## src/include/gpro_pkg.sv

```systemverilog
package gpro_pkg;

  // Sideband request port geometry
  localparam int          SBP_W         = 8;
  localparam logic [7:0]  IDLE_TICK     = 8'hff;
  localparam int          ADDR_HI       = 35;
  localparam int          ADDR_LO       = 3;
  localparam int          ADDR_W        = ADDR_HI - ADDR_LO + 1;
  localparam int          LEN_W         = 3;
  localparam int          CMD_W         = 4;
  localparam int          DATA_W        = 64;

  // Opcode positions in the leading tick
  localparam int          OP1_BIT       = 7;
  localparam logic [1:0]  OP2_CODE      = 2'h2;
  localparam logic [2:0]  OP3_CODE      = 3'h6;

  // Field positions of the mid-address operation (leading tick)
  localparam int          MID_CMD_HI    = 5;
  localparam int          MID_CMD_LO    = 2;
  localparam int          MID_A15_BIT   = 0;

  // Field positions of the upper-address operation (leading tick)
  localparam int          UP_A35_HI     = 3;

  // Command classification: this bit set marks a write
  localparam int          CMD_WRITE_BIT = 2;

  // Reset values of the retained registers
  localparam logic [12:0] MID_RESET     = 13'h0000;
  localparam logic [11:0] UP_RESET      = 12'h000;

  // Queue depths and write sequence counter width
  localparam int          RD_DEPTH_DEF  = 8;
  localparam int          WR_DEPTH_DEF  = 8;
  localparam int          SEQ_W         = 16;

endpackage

```

## src/rtl/gpro_fifo.sv

```systemverilog
`timescale 1ns/1ps
module gpro_fifo
  import gpro_pkg::*;
#(
  parameter int W     = 8,
  parameter int DEPTH = 8
) (
  // Clock and reset
  input  wire logic         clk_sys,
  input  wire logic         rst_n,
  input  wire logic         clk_en,
  // Fill side
  input  wire logic         in_valid,
  output logic              in_ready,
  input  wire logic [W-1:0] in_data,
  // Drain side
  output logic              out_valid,
  input  wire logic         out_ready,
  output logic [W-1:0]      out_data
);
  localparam int PW = $clog2(DEPTH);

  generate
    if (DEPTH < 2 || (DEPTH & (DEPTH - 1)) != 0) begin : g_bad_depth
      $error("gpro_fifo: DEPTH must be a power of two of at least 2");
    end
  endgenerate

  logic [W-1:0] mem_q [DEPTH];
  logic [PW:0]  wr_q, wr_d, rd_q, rd_d;
  logic         push, pop;

  // Pointers carry one extra bit so full and empty are told apart
  always_comb begin
    in_ready  = (wr_q - rd_q) != PW'(0) + (PW + 1)'(DEPTH);
    out_valid = wr_q != rd_q;
    out_data  = mem_q[rd_q[PW-1:0]];
    push      = in_valid && in_ready;
    pop       = out_valid && out_ready;
    wr_d      = push ? wr_q + 1'b1 : wr_q;
    rd_d      = pop ? rd_q + 1'b1 : rd_q;
  end

  always_ff @(posedge clk_sys or negedge rst_n) begin
    if (!rst_n) begin
      wr_q <= '0;
      rd_q <= '0;
    end else if (clk_en) begin
      wr_q <= wr_d;
      rd_q <= rd_d;
    end
  end

  // Storage has no reset; only slots behind the write pointer are read
  always_ff @(posedge clk_sys) begin
    if (clk_en && push) begin
      mem_q[wr_q[PW-1:0]] <= in_data;
    end
  end

endmodule

```

## src/rtl/gpro_sba_decode.sv

```systemverilog
`timescale 1ns/1ps
module gpro_sba_decode
  import gpro_pkg::*;
(
  // Clock and reset
  input  wire logic              clk_sys,
  input  wire logic              rst_n,
  input  wire logic              clk_en,
  // Mode
  input  wire logic              port_enable,
  input  wire logic              rate_2x,
  // Synchronised ticks (second used only at double rate)
  input  wire logic [SBP_W-1:0]  tick_a,
  input  wire logic [SBP_W-1:0]  tick_b,
  // Rebuilt access
  output logic                   acc_valid,
  output logic [ADDR_W-1:0]      acc_addr,
  output logic [LEN_W-1:0]       acc_len,
  output logic [CMD_W-1:0]       acc_cmd,
  output logic                   sticky_loaded
);
  logic             half_q, half_d;
  logic [7:0]       first_q, first_d;
  logic [12:0]      mid_q, mid_d;
  logic [11:0]      up_q, up_d;
  logic             mid_seen_q, mid_seen_d, up_seen_q, up_seen_d;
  logic             acc_valid_d;
  logic [ADDR_W-1:0] acc_addr_d;
  logic [LEN_W-1:0] acc_len_d;
  logic [CMD_W-1:0] acc_cmd_d;
  logic             op_vld;
  logic [7:0]       op_hi, op_lo;

  // Tick pairing, opcode decode and merge with the retained fields
  always_comb begin
    half_d      = half_q;
    first_d     = first_q;
    op_vld      = 1'b0;
    op_hi       = tick_a;
    op_lo       = tick_b;
    if (rate_2x) begin
      op_vld = tick_a != IDLE_TICK;
      half_d = 1'b0;
    end else if (!half_q) begin
      if (tick_a != IDLE_TICK) begin
        first_d = tick_a;
        half_d  = 1'b1;
      end
    end else begin
      op_vld = 1'b1;
      op_hi  = first_q;
      op_lo  = tick_a;
      half_d = 1'b0;
    end
    if (!port_enable) begin
      op_vld = 1'b0;
      half_d = 1'b0;
    end
    mid_d       = mid_q;
    up_d        = up_q;
    mid_seen_d  = mid_seen_q && port_enable;
    up_seen_d   = up_seen_q && port_enable;
    acc_valid_d = 1'b0;
    acc_addr_d  = {up_q, mid_q[7:0], mid_q[8], op_hi[6:0], op_lo[7:3]};
    acc_len_d   = op_lo[2:0];
    acc_cmd_d   = mid_q[12:9];
    if (op_vld) begin
      if (!op_hi[OP1_BIT]) begin
        acc_valid_d = 1'b1;
      end else if (op_hi[7:6] == OP2_CODE) begin
        mid_d      = {op_hi[MID_CMD_HI:MID_CMD_LO], op_hi[MID_A15_BIT], op_lo};
        mid_seen_d = 1'b1;
      end else if (op_hi[7:5] == OP3_CODE) begin
        up_d      = {op_hi[UP_A35_HI:0], op_lo};
        up_seen_d = 1'b1;
      end
    end
  end

  always_ff @(posedge clk_sys or negedge rst_n) begin
    if (!rst_n) begin
      half_q     <= 1'b0;
      first_q    <= IDLE_TICK;
      mid_q      <= MID_RESET;
      up_q       <= UP_RESET;
      mid_seen_q <= 1'b0;
      up_seen_q  <= 1'b0;
      acc_valid  <= 1'b0;
      acc_addr   <= '0;
      acc_len    <= '0;
      acc_cmd    <= '0;
    end else if (clk_en) begin
      half_q     <= half_d;
      first_q    <= first_d;
      mid_q      <= mid_d;
      up_q       <= up_d;
      mid_seen_q <= mid_seen_d;
      up_seen_q  <= up_seen_d;
      acc_valid  <= acc_valid_d;
      acc_addr   <= acc_addr_d;
      acc_len    <= acc_len_d;
      acc_cmd    <= acc_cmd_d;
    end
  end

  assign sticky_loaded = mid_seen_q && up_seen_q;

endmodule

```

## src/rtl/gpro_top.sv

```systemverilog
// Summary of operation
// - Only a low-address operation starts an access; others just update retained fields.
// - The three operation types may arrive in any order; each low-address one queues unless its queue or, for a read, the return slots are full.
// - Before mid and upper fields are loaded, their bits in an access are undefined; here they read as the zero reset values.
// - Low-address bits and length merge with retained mid, upper and command fields.
// - No framing strobe exists; the byte encoding alone marks a request.
// - Retained mid, upper and command fields never change during idle fill.
// - Operations start on a rising clock; idle is one tick single rate, two double.
// - No ordering against processor, PCI or expansion traffic; locks are not honoured.
// - Reads use main memory and writes go there without snooping caches.
// - No ordering between port and PCI streams; each keeps its own order.
// - Read data returns to the master in request order.
// - Memory may serve queued reads in any order; return order is still kept.
// - Writes complete in request order so later bytes overwrite earlier ones.
// - A read waits for all earlier writes, so it sees the latest data.
// - A write may go ahead of earlier reads, so reads may see newer data.
// - PCI transactions from port agents follow PCI ordering, not these rules.
// - These ordering rules cover normal priority only; high priority is separate.
// - Low-address: opcode 0, address 14 to 3, 3-bit length, bits 2 to 0 zero.
// - Mid-address: opcode 10, 4-bit command, address 23 to 15.
// - Upper-address: opcode 110, address 35 to 24, bits 35 to 32 reserved for growth.
// - Each 16-bit operation takes two clocks single rate, one clock double rate.
`timescale 1ns/1ps
module gpro_top
  import gpro_pkg::*;
#(
  parameter  int RD_DEPTH = RD_DEPTH_DEF,
  parameter  int WR_DEPTH = WR_DEPTH_DEF,
  localparam int TAG_W    = $clog2(RD_DEPTH)
) (
  // Clock, reset and freeze
  input  wire logic              clk_sys,
  input  wire logic              rstn,
  input  wire logic              clk_en,
  // Port mode
  input  wire logic              port_enable,
  input  wire logic              rate_2x,
  // Sideband request port pins (tick b carries the second tick at double rate)
  input  wire logic [SBP_W-1:0]  sideband_request_port_a,
  input  wire logic [SBP_W-1:0]  sideband_request_port_b,
  // Memory write issue
  output logic                   mem_wr_valid,
  input  wire logic              mem_wr_ready,
  output logic [ADDR_W-1:0]      mem_wr_addr,
  output logic [LEN_W-1:0]       mem_wr_len,
  output logic [CMD_W-1:0]       mem_wr_cmd,
  // Memory read issue
  output logic                   mem_rd_valid,
  input  wire logic              mem_rd_ready,
  output logic [ADDR_W-1:0]      mem_rd_addr,
  output logic [LEN_W-1:0]       mem_rd_len,
  output logic [CMD_W-1:0]       mem_rd_cmd,
  output logic [TAG_W-1:0]       mem_rd_tag,
  // Memory read data, any order
  input  wire logic              mem_rdat_valid,
  input  wire logic [TAG_W-1:0]  mem_rdat_tag,
  input  wire logic [DATA_W-1:0] mem_rdat,
  // Read return to the master, in request order
  output logic                   ret_valid,
  input  wire logic              ret_ready,
  output logic [DATA_W-1:0]      ret_data,
  // Status
  output logic                   req_dropped,
  output logic                   sticky_loaded
);
  localparam int WR_ENT_W = CMD_W + LEN_W + ADDR_W;
  localparam int RD_ENT_W = SEQ_W + TAG_W + WR_ENT_W;

  generate
    if (RD_DEPTH < 2 || (RD_DEPTH & (RD_DEPTH - 1)) != 0) begin : g_bad_rd
      $error("gpro_top: RD_DEPTH must be a power of two of at least 2");
    end
    if (WR_DEPTH < 2 || (WR_DEPTH & (WR_DEPTH - 1)) != 0) begin : g_bad_wr
      $error("gpro_top: WR_DEPTH must be a power of two of at least 2");
    end
  endgenerate

  // Reset release through two flops; assertion stays asynchronous
  logic rst_meta_q, rst_n_q;
  always_ff @(posedge clk_sys or negedge rstn) begin
    if (!rstn) begin
      rst_meta_q <= 1'b0;
      rst_n_q    <= 1'b0;
    end else begin
      rst_meta_q <= 1'b1;
      rst_n_q    <= rst_meta_q;
    end
  end

  // Pins come from the master's launch clock, so two flops before any decode.
  // Idle fill is the reset value so nothing is seen as a request while filling.
  logic [SBP_W-1:0] pin_a_meta_q, pin_a_q, pin_b_meta_q, pin_b_q;
  logic [SBP_W-1:0] pin_a_meta_d, pin_a_d, pin_b_meta_d, pin_b_d;
  always_comb begin
    pin_a_meta_d = sideband_request_port_a;
    pin_a_d      = pin_a_meta_q;
    pin_b_meta_d = sideband_request_port_b;
    pin_b_d      = pin_b_meta_q;
  end

  always_ff @(posedge clk_sys or negedge rst_n_q) begin
    if (!rst_n_q) begin
      pin_a_meta_q <= IDLE_TICK;
      pin_a_q      <= IDLE_TICK;
      pin_b_meta_q <= IDLE_TICK;
      pin_b_q      <= IDLE_TICK;
    end else if (clk_en) begin
      pin_a_meta_q <= pin_a_meta_d;
      pin_a_q      <= pin_a_d;
      pin_b_meta_q <= pin_b_meta_d;
      pin_b_q      <= pin_b_d;
    end
  end

  // Operation decode and access rebuild
  logic              acc_valid;
  logic [ADDR_W-1:0] acc_addr;
  logic [LEN_W-1:0]  acc_len;
  logic [CMD_W-1:0]  acc_cmd;

  gpro_sba_decode u_decode (
    .clk_sys       (clk_sys),
    .rst_n         (rst_n_q),
    .clk_en        (clk_en),
    .port_enable   (port_enable),
    .rate_2x       (rate_2x),
    .tick_a        (pin_a_q),
    .tick_b        (pin_b_q),
    .acc_valid     (acc_valid),
    .acc_addr      (acc_addr),
    .acc_len       (acc_len),
    .acc_cmd       (acc_cmd),
    .sticky_loaded (sticky_loaded)
  );

  // Steering of each new access to its own queue
  logic                acc_is_wr;
  logic                wq_in_valid, wq_in_ready, wq_out_valid, wq_out_ready;
  logic [WR_ENT_W-1:0] wq_out_data;
  logic                rq_in_valid, rq_in_ready, rq_out_valid, rq_out_ready;
  logic [RD_ENT_W-1:0] rq_out_data;
  logic [SEQ_W-1:0]    wr_enq_q, wr_enq_d, wr_iss_q, wr_iss_d;
  logic [TAG_W-1:0]    alloc_q, alloc_d, ret_q, ret_d;
  logic [TAG_W:0]      rob_cnt_q, rob_cnt_d;
  logic                rob_room, rd_accept, rd_issue, rd_barrier_ok, ret_fire;
  logic                dropped_d;
  logic [SEQ_W-1:0]    rd_barrier, barrier_gap;

  // Each access is queued the cycle it is rebuilt unless its queue or, for a read, the return slots are full, whatever order the types came in
  always_comb begin
    acc_is_wr   = acc_cmd[CMD_WRITE_BIT];
    rob_room    = rob_cnt_q != (TAG_W + 1)'(RD_DEPTH);
    wq_in_valid = acc_valid && acc_is_wr;
    rq_in_valid = acc_valid && !acc_is_wr && rob_room;
    rd_accept   = rq_in_valid && rq_in_ready;
    // Flow control is outside this block, so an overrun is only reported
    dropped_d   = acc_valid && (acc_is_wr ? !wq_in_ready : !(rob_room && rq_in_ready));
  end

  gpro_fifo #(
    .W     (WR_ENT_W),
    .DEPTH (WR_DEPTH)
  ) u_wr_queue (
    .clk_sys   (clk_sys),
    .rst_n     (rst_n_q),
    .clk_en    (clk_en),
    .in_valid  (wq_in_valid),
    .in_ready  (wq_in_ready),
    .in_data   ({acc_cmd, acc_len, acc_addr}),
    .out_valid (wq_out_valid),
    .out_ready (wq_out_ready),
    .out_data  (wq_out_data)
  );

  // Reads carry the count of writes queued before them and their return slot
  gpro_fifo #(
    .W     (RD_ENT_W),
    .DEPTH (RD_DEPTH)
  ) u_rd_queue (
    .clk_sys   (clk_sys),
    .rst_n     (rst_n_q),
    .clk_en    (clk_en),
    .in_valid  (rq_in_valid),
    .in_ready  (rq_in_ready),
    .in_data   ({wr_enq_q, alloc_q, acc_cmd, acc_len, acc_addr}),
    .out_valid (rq_out_valid),
    .out_ready (rq_out_ready),
    .out_data  (rq_out_data)
  );

  // Write issue: strictly in queue order, never held behind reads
  always_comb begin
    mem_wr_valid = wq_out_valid;
    wq_out_ready = mem_wr_ready;
    {mem_wr_cmd, mem_wr_len, mem_wr_addr} = wq_out_data;
  end

  // Read issue: held until every write queued ahead of it has gone to memory.
  // Modular compare tolerates counter wrap while fewer than 2^15 writes overtake.
  always_comb begin
    rd_barrier    = rq_out_data[RD_ENT_W-1 -: SEQ_W];
    barrier_gap   = wr_iss_q - rd_barrier;
    rd_barrier_ok = !barrier_gap[SEQ_W-1];
    mem_rd_valid  = rq_out_valid && rd_barrier_ok;
    rd_issue      = mem_rd_valid && mem_rd_ready;
    rq_out_ready  = rd_barrier_ok && mem_rd_ready;
    mem_rd_tag    = rq_out_data[WR_ENT_W +: TAG_W];
    {mem_rd_cmd, mem_rd_len, mem_rd_addr} = rq_out_data[WR_ENT_W-1:0];
  end

  // Write sequence counters shared by the read barrier
  always_comb begin
    wr_enq_d = wr_enq_q + SEQ_W'(wq_in_valid && wq_in_ready);
    wr_iss_d = wr_iss_q + SEQ_W'(mem_wr_valid && mem_wr_ready);
  end

  always_ff @(posedge clk_sys or negedge rst_n_q) begin
    if (!rst_n_q) begin
      wr_enq_q    <= '0;
      wr_iss_q    <= '0;
      req_dropped <= 1'b0;
    end else if (clk_en) begin
      wr_enq_q    <= wr_enq_d;
      wr_iss_q    <= wr_iss_d;
      req_dropped <= dropped_d;
    end
  end

  // Return buffer: memory fills slots by tag in any order, master drains in order
  logic [DATA_W-1:0] rob_data_q [RD_DEPTH];
  logic [RD_DEPTH-1:0] rob_full_q, rob_full_d;

  always_comb begin
    ret_valid = rob_full_q[ret_q];
    ret_data  = rob_data_q[ret_q];
    ret_fire  = ret_valid && ret_ready;
    alloc_d   = rd_accept ? alloc_q + 1'b1 : alloc_q;
    ret_d     = ret_fire ? ret_q + 1'b1 : ret_q;
    rob_cnt_d = rob_cnt_q + (TAG_W + 1)'(rd_accept) - (TAG_W + 1)'(ret_fire);
  end

  // Per-slot fill flag; a fill into a slot wins over its drain
  genvar gi;
  generate
    for (gi = 0; gi < RD_DEPTH; gi++) begin : g_slot
      always_comb begin
        rob_full_d[gi] = rob_full_q[gi];
        if (ret_fire && ret_q == TAG_W'(gi)) begin
          rob_full_d[gi] = 1'b0;
        end
        if (mem_rdat_valid && mem_rdat_tag == TAG_W'(gi)) begin
          rob_full_d[gi] = 1'b1;
        end
      end

      always_ff @(posedge clk_sys) begin
        if (clk_en && mem_rdat_valid && mem_rdat_tag == TAG_W'(gi)) begin
          rob_data_q[gi] <= mem_rdat;
        end
      end
    end
  endgenerate

  always_ff @(posedge clk_sys or negedge rst_n_q) begin
    if (!rst_n_q) begin
      rob_full_q <= '0;
      alloc_q    <= '0;
      ret_q      <= '0;
      rob_cnt_q  <= '0;
    end else if (clk_en) begin
      rob_full_q <= rob_full_d;
      alloc_q    <= alloc_d;
      ret_q      <= ret_d;
      rob_cnt_q  <= rob_cnt_d;
    end
  end

  // Nothing here looks at processor, PCI or cache state; reads and writes go
  // straight to memory unsnooped and unlocked, so no such ports exist.

endmodule

```

## config.mk

```make
export PLATFORM = sky130hd
export DESIGN_NAME = gpro_top
export DESIGN_NICKNAME = d
export VERILOG_FILES = /design/src/include/gpro_pkg.sv /design/src/rtl/gpro_fifo.sv /design/src/rtl/gpro_sba_decode.sv /design/src/rtl/gpro_top.sv
export SDC_FILE = /design/constraint.sdc
export NUM_CORES = 2
export LEC_CHECK = 0
export BUFFER_PORTS_ARGS = -buffer_cell sky130_fd_sc_hd__buf_2
export CAP_MARGIN = 5
export CORE_MARGIN = 4
export CORE_UTILIZATION = 25
export DETAILED_ROUTE_END_ITERATION = 16
export SETUP_SLACK_MARGIN = 0.1
export SYNTH_ARGS = -nofsm -noshare
export SYNTH_HDL_FRONTEND = slang
export SYNTH_SLANG_ARGS = --single-unit
```

## constraint.sdc

```tcl
create_clock -name clk_sys -period 16.5 [get_ports clk_sys]
set_input_delay 1.65 -clock clk_sys [delete_from_list [all_inputs] [get_ports clk_sys]]
set_output_delay 1.65 -clock clk_sys [all_outputs]
set_load 0.02 [all_outputs]
```

==> summary.txt <==
Setup path
  • CP required: 14.85 ns
  • RR Endpoint: u_rd_queue.mem_q[5][5]
  • Data arrival time of the worst path: ~5 ns
  • Critical path class: register to output port
  • Worst r2r path cells: 9
  • FF-to-FF setup slack: ~11 ns
  • CP startpoint kind: register
  • Worst Path Max Fanout: 49
  • Crit. End Element: output port
  • Reg-to-reg startpoint: u_rd_queue.rd_q[0]

Floorplanning
  • Initial core utilization: about a quarter
  • Core Box Area: roughly 0.23 mm^2
  • Io pins: 244
  • Die area: 0.2358 mm^2
  • Std-Cell Rows: 175
  • Width of the die: about 500 um
  • Die H: a little under 500 um

Synthesis
  • Seq/Total Area, Yosys: roughly 77%
  • Post-synth top flop: edfxtp_1
  • Yosys top cell area share: 68.68%
  • Post-Syn Nets: 3031
  • Mapped Cells: just under 3000
  • Yosys reg bits: 1482
  • Async SR Flop Fraction: between 10 and 15%
  • Post-synth top area cell: edfxtp_1
  • Synth cell types: 57
  • Top cells by area, synth: edfxtp_1, mux4_2, dfrtp_1
  • Number of enable flip-flop cells after synthesis: 1304
  • Synthesis Warnings: 0
  • Avg Inst Size Synth: ~20 um^2
  • Synth Cell Area: approximately 0.057 mm^2

Finish
  • Number of filler cells placed in the layout: 22110
  • Footprint of the multi-input gates: around 0.013 mm^2
  • P&R area growth vs syn: 17.52%
  • Layout cells sized above 1: ~30%
  • Layout Nets: 3347
  • Non-Filler Instances: ~6400
  • Sequential cell area: between 0.04 and 0.05 mm^2

Place
  • Pre-CTS WS: between 10 and 15 ns
  • Port bufs: 243
  • Placed insts: about 6100
  • DP HPWL: about 76000 um
  • Placer Congestion: 0.7298

GRT
  • Total GRT Usage: ~11%
  • Overflow left after global routing: 0
  • Vias in the first global route: between 20000 and 30000
  • Largest net degree at the start of global routing: about 150
  • First-pass GRT wire length: 194400 um
  • Initial antenna violation count: 45

Route
  • Top layer in use: met5
  • Vias/cell: 4.326
  • Met1 wire length: about 56000 um
  • Antenna viol nets, final: 0
  • Post-Route WL: ~130000 um
  • Routed length on met2: about 60000 um
  • WL met3: about 11000 um
  • Iteration-0 DRC count of the detailed router: 2184
  • Drt pass-1 iters: 5
  • Vias after detailed routing: roughly 27000
  • Post-route DRC violation count: 0
  • Wire per inst: slightly above 20 um

Timing
  • Tmin final: 6.648 ns
  • Final max-slew violation count: 0
  • Final hold vios: 0
  • Worst Skew: 0.06531 ns
  • Fin crit share: between 40% and 50%
  • Post-route setup slack: 9.852 ns
  • Fmax: between 150 and 200 MHz
  • Final setup fails: 0
  • RSZ-0062 raised after global routing: false
  • Worst relative slew slack: around a fifth
  • Setup_tns: 0 ns
  • Least-Margin Pin Slew: around 1.2 ns

CTS
  • CTS sink count: 1482
  • Post-CTS resize count: 0
  • TritonCTS Buffers: 149
  • Later-pin clock latency in the skew report: 0.79 ns
  • CTS H-Tree Depth: 4
  • CTS root buffer: clkbuf_16
  • CTS tree: done
  • Hold buffers post-CTS: 0
  • Clock slew at reported path FFs: ~0.06 ns
  • Post-CTS Setup Bufs: 0
  • Max clock buf depth: 3

Power
  • Design Power: approximately 11 mW
  • LEAKAGE: about 23 nW
  • VDD IR max: 128.4 uV
  • Pwr dens: roughly 170 mW/mm^2

Outcome
  • Outcome: completed

Hold path
  • Min-delay worst type: register to async pin

Flow run
  • Max-cap violations: 0
==> stage by stage <==
| step | instance area [um^2] | hold WS [ns] | util [%] |
|---|---|---|---|
| after CTS | 66960 | 0.2422 | 29.49 |
| after global routing | 66960 | 0.2621 | 29.49 |
| after floorplan | 57010 | 0.3312 | - |
| after detailed placement | 62060 | 0.2416 | 27.33 |
| final | 67000 | 0.2364 | 29.51 |
| after global placement | 62060 | 0.2372 | 27.33 |
==> layer usage <==
metal / vias up / global-route usage (%)
met5: - / 0
met3: 224 / 3.951
met4: 32 / 2.891
met2: 713 / 17.06
li1: 12030 / -
met1: 14480 / 14.54
==> Yosys cell counts (3+ instances only) <==
| library cell | number |
|---|---|
| and3_1 | 3 |
| nor2_1 | 56 |
| clkbuf_1 | 81 |
| dfstp_2 | 40 |
| mux2_2 | 65 |
| buf_2 | 37 |
| nand2_1 | 508 |
| edfxtp_1 | 1304 |
| xnor2_1 | 35 |
| mux2i_1 | 37 |
| o21ai_0 | 17 |
| and2_1 | 7 |
| inv_1 | 16 |
| nand2b_1 | 12 |
| a211o_1 | 3 |
| nor3_1 | 9 |
| a21o_1 | 14 |
| ha_1 | 40 |
| buf_1 | 14 |
| nand3_1 | 22 |
| nand4_1 | 17 |
| o211ai_1 | 3 |
| dfrtp_1 | 138 |
| nor2b_1 | 6 |
| xor2_1 | 14 |
| a21oi_1 | 34 |
| mux4_2 | 327 |
==> how the worst max path moves through the flow <==
stage,from,endpoint,slack [ns],depth (start not counted)
after floorplan,clk_en,rob_data_q[4][0],6.78,4
final,u_rd_queue.rd_q[0],mem_rd_valid,9.85,10
after detailed placement,u_rd_queue.rd_q[0],mem_rd_valid,10.18,10
after CTS,u_rd_queue.rd_q[0],mem_rd_valid,9.30,10
after global placement,u_rd_queue.rd_q[0],mem_rd_valid,10.24,10
after global routing,u_rd_queue.rd_q[0],mem_rd_valid,9.22,10
==> placed cells by master (no fill, tap or decap), types with 6 or more instances in the layout <==
cell / Yosys / layout
a21o_1: 14 / 14
a21oi_1: 34 / 34
and2_1: 7 / 7
buf_2: 37 / 242
buf_4: 1 / 55
bufinv_16: 0 / 7
clkbuf_1: 81 / 42
clkbuf_16: 0 / 153
clkbuf_8: 0 / 12
clkinv_1: 0 / 14
clkinv_16: 0 / 8
clkinv_2: 0 / 17
dfrtp_1: 138 / 128
dfrtp_4: 0 / 7
dfstp_2: 40 / 40
diode_2: 0 / 16
edfxtp_1: 1304 / 1304
ha_1: 40 / 40
inv_1: 16 / 14
mux2_2: 65 / 65
mux2i_1: 37 / 37
mux4_2: 327 / 327
nand2_1: 508 / 508
nand2b_1: 12 / 12
nand3_1: 22 / 22
nand4_1: 17 / 17
nor2_1: 56 / 42
nor2_4: 0 / 14
nor2b_1: 6 / 6
nor3_2: 0 / 7
o21ai_0: 17 / 17
xnor2_1: 35 / 35
xor2_1: 14 / 14
==> area by class of cell <==
type / instances / area share [%]
diodes: 16 / 0.05976
clock buffers: 207 / 6.196
clock inverters: 58 / 1.119
inverters: 18 / 0.1046
multi-input cells: 1265 / 19.24
flip-flops and latches: 1482 / 65.21
well taps: 3009 / 5.619
repair buffers: 298 / 2.454
==> registers in the layout, summed over array words and instances (netlist names), 12 cells and up <==
name               flops
rob_data_q           512
u_rd_queue.mem_q     472
u_wr_queue.mem_q     320
u_decode.acc_addr     33
wr_enq_q              16
wr_iss_q              16
u_decode.mid_q        13
u_decode.up_q         12
==> critical path, stage by stage, from the launching register on <==
cell	delay [ns]
dfrtp_4	1.03
buf_4	0.71
mux4_2	0.59
mux2i_1	0.22
ha_1	0.16
nand3_1	0.07
a221oi_1	0.44
a21oi_4	0.18
xor2_1	0.19
nor2_1	0.36
buf_2	0.25
==> kinds of logic after synthesis <==
family / Yosys count / share of synthesized area, %
compound gates: 86 / 0.9788
mux: 431 / 14.92
buf+inv: 151 / 1.082
fa+ha+maj: 41 / 0.9130
simple gates: 655 / 4.683
xor+xnor: 51 / 0.8362
flops: 1482 / 76.58
other cells: 1 / 0.006578
==> where the power goes <==
part / internal (mW) / leakage, nW / switching, mW
clock network: 1.90 / 2.37 / 1.45
registers: 4.47 / 13.8 / 0.429
logic: 1.22 / 6.37 / 1.73
(Power assumes the default switching activity.)
